--- config.mk ---
export PLATFORM = sky130hd
export DESIGN_NAME = tsr_bank
export DESIGN_NICKNAME = d
export VERILOG_FILES = /design/src/tsr_pkg.sv /design/src/tsr_decode.sv /design/src/tsr_bank.sv
export SDC_FILE = /design/constraint.sdc
export NUM_CORES = 1
export LEC_CHECK = 0
export BUFFER_PORTS_ARGS = -buffer_cell sky130_fd_sc_hd__buf_2
export CAP_MARGIN = 20
export CORE_MARGIN = 2
export CORE_UTILIZATION = 40
export CTS_BUF_LIST = sky130_fd_sc_hd__clkbuf_16
export DETAILED_ROUTE_END_ITERATION = 10
export GPL_TIMING_DRIVEN = 0
export HOLD_SLACK_MARGIN = 0.15
export PLACE_DENSITY_LB_ADDON = 0.05
export RECOVER_POWER = 25
export SYNTH_ARGS = -nofsm -noshare
export SYNTH_HDL_FRONTEND = slang
export SYNTH_SLANG_ARGS = --single-unit
--- constraint.sdc ---
create_clock -name REF_CLK -period 1.5 [get_ports REF_CLK]
set_input_delay 0.225 -clock REF_CLK [delete_from_list [all_inputs] [get_ports REF_CLK]]
set_output_delay 0.225 -clock REF_CLK [all_outputs]
set_load 0.05 [all_outputs]
--- src/tsr_pkg.sv ---
// tsr_pkg: register map, field masks, status codes and carrier structs
// for the transmitter status register bank.
// assumes a single 250 MHz clock domain; no other files required.
package tsr_pkg;

  // ------------------------------------------------------------------
  // register addresses (16-bit holding register space)
  // ------------------------------------------------------------------
  localparam logic [15:0] TSR_ADDR_STATUS  = 16'he000;
  localparam logic [15:0] TSR_ADDR_DETAIL  = 16'he001;
  localparam logic [15:0] TSR_ADDR_RELAY_1 = 16'he011;
  localparam logic [15:0] TSR_ADDR_RELAY_2 = 16'he012;

  // ------------------------------------------------------------------
  // detail word masks and reset values
  // ------------------------------------------------------------------
  localparam logic [15:0] TSR_MSK_PROBE_ERR  = 16'h0002;
  localparam logic [15:0] TSR_MSK_SUPPLY_LOW = 16'h0004;
  localparam logic [15:0] TSR_MSK_NO_PROBE   = 16'h0010;
  localparam logic [15:0] TSR_MSK_PROBE_WARN = 16'h0020;
  localparam logic [15:0] TSR_RST_WORD       = 16'h0000;
  localparam logic [15:0] TSR_RELAY_OFF      = 16'h0000;
  localparam logic [15:0] TSR_RELAY_ON       = 16'h0001;
  localparam logic [15:0] TSR_UNMAPPED_DATA  = 16'h0000;

  // ------------------------------------------------------------------
  // high-level status codes
  // ------------------------------------------------------------------
  typedef enum logic [1:0] {
    TSR_ST_OK,
    TSR_ST_INFO,
    TSR_ST_WARN,
    TSR_ST_ERROR
  } tsr_status_e;

  // ------------------------------------------------------------------
  // carriers
  // ------------------------------------------------------------------
  typedef struct packed {
    logic probe_err;
    logic supply_low;
    logic no_probe;
    logic probe_warn;
    logic info;
    logic relay_1_on;
    logic relay_2_on;
  } tsr_cond_s;

  typedef struct packed {
    logic        rd;
    logic        wr;
    logic [15:0] addr;
  } tsr_req_s;

  typedef struct packed {
    logic        valid;
    logic        hit;
    logic [15:0] data;
  } tsr_rsp_s;

endpackage

--- src/tsr_decode.sv ---
// tsr_decode: maps condition inputs to the status code and detail word.
// assumes conditions are already synchronous to REF_CLK.
module tsr_decode
  import tsr_pkg::*;
(
  input  tsr_cond_s   cond,
  output logic [15:0] status_word,
  output logic [15:0] detail_word
);

  tsr_status_e code;

  // ------------------------------------------------------------------
  // severity: errors outrank warnings, warnings outrank info
  // ------------------------------------------------------------------
  always_comb
  begin
    if (cond.probe_err || cond.no_probe || cond.supply_low)
      code = TSR_ST_ERROR;
    else if (cond.probe_warn)
      code = TSR_ST_WARN;
    else if (cond.info)
      code = TSR_ST_INFO;
    else
      code = TSR_ST_OK;
  end

  assign status_word = {14'h0000, code};

  always_comb
  begin
    detail_word = TSR_RST_WORD;
    if (cond.probe_err)
      detail_word = detail_word | TSR_MSK_PROBE_ERR;
    if (cond.probe_warn)
      detail_word = detail_word | TSR_MSK_PROBE_WARN;
    if (cond.supply_low)
      detail_word = detail_word | TSR_MSK_SUPPLY_LOW;
    if (cond.no_probe)
      detail_word = detail_word | TSR_MSK_NO_PROBE;
  end

endmodule

--- src/tsr_bank.sv ---
// tsr_bank: read-only status register bank polled by a field-bus master.
// assumes the protocol front end presents one-cycle read/write strobes
// with a 16-bit register address, synchronous to REF_CLK.

module tsr_bank
  import tsr_pkg::*;
(
  input  logic        REF_CLK,
  input  logic        RST_B,
  input  logic        PROBE_ERR,
  input  logic        SUPPLY_LOW,
  input  logic        NO_PROBE,
  input  logic        PROBE_WARN,
  input  logic        INFO_NOTE,
  input  logic        RELAY_1_ON,
  input  logic        RELAY_2_ON,
  input  logic        RD_STB,
  input  logic        WR_STB,
  input  logic [15:0] ADDR,
  output logic        RD_VALID,
  output logic        RD_HIT,
  output logic [15:0] RD_DATA,
  output logic        WR_REFUSED
);

  // ------------------------------------------------------------------
  // state
  // ------------------------------------------------------------------
  typedef struct packed {
    logic [15:0] status;
    logic [15:0] detail;
    logic [15:0] relay_1;
    logic [15:0] relay_2;
    tsr_rsp_s    rsp;
    logic        wr_refused;
  } tsr_state_s;

  tsr_state_s  state_q;
  tsr_state_s  state_d;
  tsr_cond_s   cond;
  tsr_req_s    req;
  logic [15:0] status_word;
  logic [15:0] detail_word;

  assign cond = '{probe_err:  PROBE_ERR,
                  supply_low: SUPPLY_LOW,
                  no_probe:   NO_PROBE,
                  probe_warn: PROBE_WARN,
                  info:       INFO_NOTE,
                  relay_1_on: RELAY_1_ON,
                  relay_2_on: RELAY_2_ON};
  assign req  = '{rd: RD_STB, wr: WR_STB, addr: ADDR};

  tsr_decode u_decode (
    .cond        (cond),
    .status_word (status_word),
    .detail_word (detail_word)
  );

  function automatic logic [15:0] relay_word(input logic on);
    relay_word = on ? TSR_RELAY_ON : TSR_RELAY_OFF;
  endfunction

  function automatic logic is_mapped(input logic [15:0] a);
    is_mapped = (a == TSR_ADDR_STATUS) || (a == TSR_ADDR_DETAIL) ||
                (a == TSR_ADDR_RELAY_1) || (a == TSR_ADDR_RELAY_2);
  endfunction

  // ------------------------------------------------------------------
  // next state
  // ------------------------------------------------------------------
  always_comb
  begin
    state_d = state_q;
    // refreshed every cycle so cleared conditions vanish without any ack
    state_d.status  = status_word;
    state_d.detail  = detail_word;
    state_d.relay_1 = relay_word(cond.relay_1_on);
    state_d.relay_2 = relay_word(cond.relay_2_on);
    state_d.rsp.valid = req.rd;
    state_d.rsp.hit   = req.rd && is_mapped(req.addr);
    state_d.rsp.data  = TSR_UNMAPPED_DATA;
    // read returns the snapshot held at the strobe edge, one cycle latency
    if (req.rd)
    begin
      unique case (req.addr)
        TSR_ADDR_STATUS:  state_d.rsp.data = state_q.status;
        TSR_ADDR_DETAIL:  state_d.rsp.data = state_q.detail;
        TSR_ADDR_RELAY_1: state_d.rsp.data = state_q.relay_1;
        TSR_ADDR_RELAY_2: state_d.rsp.data = state_q.relay_2;
        default:          state_d.rsp.data = TSR_UNMAPPED_DATA;
      endcase
    end
    // writes never touch the bank; a write to a status address is flagged
    // so the front end can answer with an exception
    state_d.wr_refused = req.wr && is_mapped(req.addr);
  end

  // ------------------------------------------------------------------
  // registers
  // ------------------------------------------------------------------
  always_ff @(posedge REF_CLK or negedge RST_B)
  begin
    if (!RST_B)
      state_q <= '0;
    else
      state_q <= state_d;
  end

  assign RD_VALID   = state_q.rsp.valid;
  assign RD_HIT     = state_q.rsp.hit;
  assign RD_DATA    = state_q.rsp.data;
  assign WR_REFUSED = state_q.wr_refused;

endmodule

==> flow_summary.yaml, run 1 <==
clocking:
  cts-hold-fix-buffers: 8
  cts_buffers: 3
  cts_setup_buffers: 0
  cts_tree: "yes"
  clock_sinks: 16
  insertion_delay_ns: 0.24
  cts_resized: 0
  htree_num_levels: 1
  cts_max_path_buffers: 2
  cts-root-buf: "clkbuf_16"
  clkTransAtPathRegs_ns: 0.05
sta:
  tightest_slew_ns: 0.811
  max_freq_ghz: 0.815
  finalSetupViolations: 0
  fin_tns_setup_ns: 0
  min_period_ns: 1.23
  hold_viol_final: 0
  slew_headroom_pct: 46.0
  skew_ns: 0.000542
  slew_viol_final: 0
  min_period_over_period_pct: 81.8
  hold_ws_ns: 0.220
  rsz0062_at_grt: "false"
global_route:
  grtUsageTotal_pct: 12.6
  grt_pass1_vias: 481
  antenna_found_initial: 0
  gr-total-overflow: 0
  grt_max_degree: 17
  grt_pass1_wl_mm: 1.81
power_and_ir_drop:
  switching_share_pct: 22.6
  p_leak_nw: 0.593
  sequentialPowerShare_pct: 40.0
  intPower_mw: 0.864
  p_per_area_mw_per_mm2: 1010
  clockPowerShare_pct: 44.5
  peakVddDrop_mv: 0.754
  p_total_mw: 1.12
  switchingPower_mw: 0.253
  combPwrFrac_pct: 15.5
synth:
  ys_types: 20
  yosysWarningCount: 0
  netlist_area_um2: 712
  seq_area_frac_synth_pct: 56.2
  ys_seq_elements: 16
  yosys.area.top_type: "dfrtp_1"
  synthTopCellsByArea: "dfrtp_1 56%, buf_4 17%, nor3_1 4.9%, inv_1 2.6%, a2111oi_2 2.1%"
  synth_cells: 64
  synth_top_area_share_pct: 56.2
  syn_avg_cell_area_um2: 11.1
drt:
  wirelength_mm: 1.26
  drcViolationCount: 0
  dr.first_iter.drc_count: 14
  antenna_left: 0
  via_per_inst: 3.88
  wire_per_inst_um: 8.69
  dr.pass1.iters: 4
  vias: 563
setup_path:
  crit_slowest_cell: "or3b_1"
  cp_slowest_stage_delay_ns: 0.34
  crit_path_end_kind: "flop"
  required_ns: 1.63
  worstSetupPathType: "flop to flop"
  arrival_ns: 1.36
  worstPathMaxFanout: 1
  cp_top_family: "compound AO/OA/AOI/OAI gates"
  worstPathCellList: "or3b_1, a21o_1, a2111oi_2"
  cp-start-kind: "flop"
  path_buf_inv: 0
final_layout:
  n_antenna_cell: 0
  fill_cells: 145
  fin_cells: 145
  mostFrequentLayoutCells: "31 x buf_2, 16 x dfrtp_1, 16 x buf_4, 11 x conb_1, 8 x dlygate4sd3_1"
  drive_gt1_share_pct: 42.5
  utilization_pct: 64.8
  area_growth_pct: 55.4
  final_common_cell: "buf_2"
  nNetsFinal: 148
floorplan:
  die_w_um: 46.2
  fp.dieH_um: 46.2
  die_area_mm2: 0.00213
  row_count: 15
  core-area_mm2: 0.00171
  ios: 46
  start_util_pct: 41.7
place:
  numPortBuffers: 34
  hpwl_um: 925
  place_inst: 133
  gp_congestion: 0.668
min_path:
  hp-class: "primary input to flop"
job:
  maxCapViolations: 0
status:
  status: "completed"
[final timing paths]
| kind | from | endpoint | slack [ns] | cells past startpoint |
|---|---|---|---|---|
| min reg2reg | state_q[55] | RD_DATA[4] | 0.48 | 2 |
| max reg2reg | state_q[67] | RD_DATA[0] | 0.27 | 3 |
| min in group asynchronous | RST_B | state_q[68] | 0.60 | 2 |
| min | INFO_NOTE | state_q[67] | 0.22 | 3 |
| max | state_q[67] | RD_DATA[0] | 0.27 | 3 |
| max in group asynchronous | RST_B | RD_VALID | 0.40 | 2 |
[metal layers]
metal | track usage (%) | vias up | wire [um]
li1 | - | 297 | -
met1 | 11.2 | 247 | 457
met2 | 25.6 | 17 | 737
met3 | 3.53 | 2 | 54
met4 | 5.14 | 0 | 11
met5 | 0 | - | 0
[logic make-up (layout without fill, tap and decap cells)]
| group | Yosys count | in the layout | synth area share, % |
|---|---|---|---|
| AOI/OAI and AO/OA | 3 | 3 | 3.87 |
| xor gates and xnor gates | 1 | 1 | 1.23 |
| buffers and inverters | 21 | 67 | 19.5 |
| DFF | 16 | 16 | 56.2 |
| muxes | 1 | 1 | 1.41 |
| other | 1 | 11 | 0.527 |
| and+or+nand+nor | 21 | 21 | 17.2 |
[area by class of cell]
type                    count  area [um2]  share of cell area [%]
plain buffers              16         120                    10.9
clock buffers               3        75.1                    6.79
clock inverters             1        3.75                   0.339
inverters                   5        18.8                    1.70
multi-input cells          37         210                    19.0
flip-flops and latches     16         400                    36.2
well taps                  25        31.3                    2.83
repair buffers             42         246                    22.3
[cells in the mapped netlist]
master     number
nand4b_1        1
nor3b_1         1
nand3_1         2
a2111oi_2       1
o21ai_0         1
nor4_1          1
or3b_1          1
a21o_1          1
conb_1          1
mux2i_1         1
inv_1           5
nand2_1         1
nor2_1          2
nand2b_1        2
xnor2_1         1
nand4_1         2
nor3_1          7
buf_4          16
dfrtp_1        16
and4b_1         1
[power groups by stage]
stage	combinational [mW]	sequential [mW]	clock [mW]
3_3_place_gp	0.156	0.453	0
2_1_floorplan	0.103	0.458	0
5_1_grt	0.188	0.447	0.530
4_1_cts	0.174	0.447	0.508
6_report	0.173	0.447	0.497
3_5_place_dp	0.157	0.453	0
[registers in the layout, summed over array words and instances (netlist names)]
| signal | flops |
|---|---|
| WR_REFUSED | 1 |
| RD_HIT | 1 |
| RD_DATA | 5 |
| RD_VALID | 1 |
| state_q | 8 |
[per-stage QoR]
step                worst slack (ns)  instance area [um2]
floorplan                      0.319                  749
global placement               0.138                  951
detailed placement             0.124                  951
CTS                            0.265                 1110
global route                   0.189                 1110
finish                         0.273                 1110
[worst reg2reg max path, stage by stage, from the launching register on]
cell and delay (ns):
dfrtp_1 0.31, or3b_1 0.34, a21o_1 0.19, a2111oi_2 0.27
Note: power is estimated with default switching activity, not from simulation.
==> inputs of run 2 (changes only) <==
- CORE_UTILIZATION: 40 -> 36
- clock period: 1.5 -> 1.1 ns (I/O delays scaled with it)
==> run 2 against run 1 <==
  * The flow now finishes with violations (setup timing)
  * Die area grew 10%
  * Clock power grew 38%
  * Clock-buffer cell count unchanged
  * Setup slack lost 0.40 ns
  * Combinational power is 43% higher
  * First-iteration DRC count shrank 79%
  * Routed wire length up 3.4%
  * Critical path depth did not move
  * Sequential share of layout area shrank 1.8 points
  * Largest cell class unchanged
  * Largest power group unchanged
  * Highest routed layer is now met3
==> flow_summary.yaml, run 2 (synthesized netlist as in run 1, its figures left out) <==
final_layout:
  mostFrequentLayoutCells: "28 x buf_2, 19 x buf_4, 16 x dfrtp_1, 11 x conb_1, 7 x dlygate4sd3_1"
  n_antenna_cell: 0
  regMostFlops: "state_q"
  largest_reg_flops: 8
  multiInputGateArea_um2: 260
  utilization_pct: 60.5
  final_common_cell: "buf_2"
  area_growth_pct: 63.4
  fill_cells: 189
  regArea_um2: 400
  drive_gt1_share_pct: 48.7
  nNetsFinal: 147
sta:
  hold_ws_ns: 0.153
  slew_viol_final: 0
  finalSetupViolations: 1
  post-route-worst-setup-slack_ns: -0.131
  rsz0062_at_grt: "true"
  hold_viol_final: 0
  min_period_ns: 1.23
  min_period_over_period_pct: 112
  skew_ns: 0.000305
  max_freq_ghz: 0.812
setup_path:
  r2r_end: "RD_DATA[0]"
  required_ns: 1.23
  cp-start-kind: "flop"
  worstSetupPathType: "flop to flop"
  crit_path_end_kind: "flop"
  r2r_cells: 3
  arrival_ns: 1.37
  worstPathMaxFanout: 1
  r2r_setup_slack_ns: -0.13
  r2r-start: "state_q[67]"
clocking:
  cts_buffers: 3
  clkTransAtPathRegs_ns: 0.05
  insertion_delay_ns: 0.24
  cts_max_path_buffers: 2
  cts_tree: "yes"
  cts-root-buf: "clkbuf_16"
  htree_num_levels: 1
  clock_sinks: 16
  cts_setup_buffers: 0
min_path:
  min_from: "INFO_NOTE"
  hp-class: "primary input to flop"
  hold_end: "state_q[67]"
  worstHoldPathCells: 3
global_route:
  grt_max_degree: 17
  antenna_found_initial: 0
  grt_pass1_wl_mm: 2.09
  gr-total-overflow: 0
  grtUsageTotal_pct: 11.8
  grt_pass1_vias: 523
power_and_ir_drop:
  p_total_mw: 1.54
  p_per_area_mw_per_mm2: 1330
  p_leak_nw: 0.599
  peakVddDrop_mv: 0.900
floorplan:
  die_w_um: 48.5
  ios: 46
  die_area_mm2: 0.00235
  row_count: 16
  fp.dieH_um: 48.5
  core-area_mm2: 0.00192
  start_util_pct: 37.0
status:
  violations: "setup timing"
  status: "finished, violations left"
drt:
  vias: 569
  antenna_left: 0
  wire_per_inst_um: 8.92
  wirelength_mm: 1.30
  via_per_inst: 3.90
  dr.pass1.iters: 4
  dr.first_iter.drc_count: 3
  drcViolationCount: 0
place:
  pre_cts_slack_ns: -0.284
  gp_congestion: 0.659
  hpwl_um: 961
  numPortBuffers: 34
job:
  maxCapViolations: 0
==> run 2: where the power goes <==
part           internal (mW)  switching [mW]  total, mW
Sequential             0.605         0.00351      0.609
Clock                  0.480           0.205      0.686
Combinational         0.0947           0.153      0.248
==> run 2: layout make-up <==
| class | count | share of cell area (%) |
|---|---|---|
| plain buffers | 16 | 10.3 |
| clock buffers | 3 | 6.45 |
| clock inverters | 1 | 0.323 |
| inverters | 5 | 1.61 |
| multi-input cells | 37 | 22.4 |
| flip-flops and latches | 16 | 34.4 |
| well taps | 27 | 2.90 |
| repair buffers | 41 | 21.6 |
==> run 2: worst max-delay path, stage by stage (launching register included) <==
cell and delay (ns):
dfrtp_1 0.31, or3b_1 0.34, a21o_1 0.20, a2111oi_4 0.29
==> run 2: how the worst max path moves through the flow <==
stage	from	end	slack (ns)
2_1_floorplan	state_q[67]	RD_DATA[0]	-0.06
3_3_place_gp	ADDR[3]	RD_DATA[0]	-0.24
3_5_place_dp	ADDR[3]	RD_DATA[0]	-0.28
4_1_cts	state_q[67]	RD_DATA[0]	-0.13
5_1_grt	state_q[67]	RD_DATA[0]	-0.14
6_report	state_q[67]	RD_DATA[0]	-0.13
==> run 2: routing by layer <==
metal | GRT usage (%) | wire length (um) | vias to the layer above
met5 | 0 | 0 | -
met4 | 7.14 | 0 | 0
met3 | 2.78 | 97 | 0
met2 | 20.1 | 688 | 26
met1 | 13.4 | 518 | 245
li1 | - | - | 298
==> run 2: per-stage QoR <==
stage,cells,cell area [um2],setup TNS (ns)
2_1_floorplan,74,749,-0.0606
3_3_place_gp,135,953,-0.896
3_5_place_dp,135,953,-1.16
4_1_cts,147,1110,-0.126
5_1_grt,146,1160,-0.139
6_report,146,1160,-0.131
==> run 2: timing repair <==
| item | in CTS | in global routing |
|---|---|---|
| gates cloned | 0 | 0 |
| gates resized for setup | 0 | 15 |
| hold buffers | 8 | 0 |
| endpoints found under the setup margin | 1 | 12 |
| hold endpoints to repair | 25 | 0 |
| pin swaps | 0 | 3 |
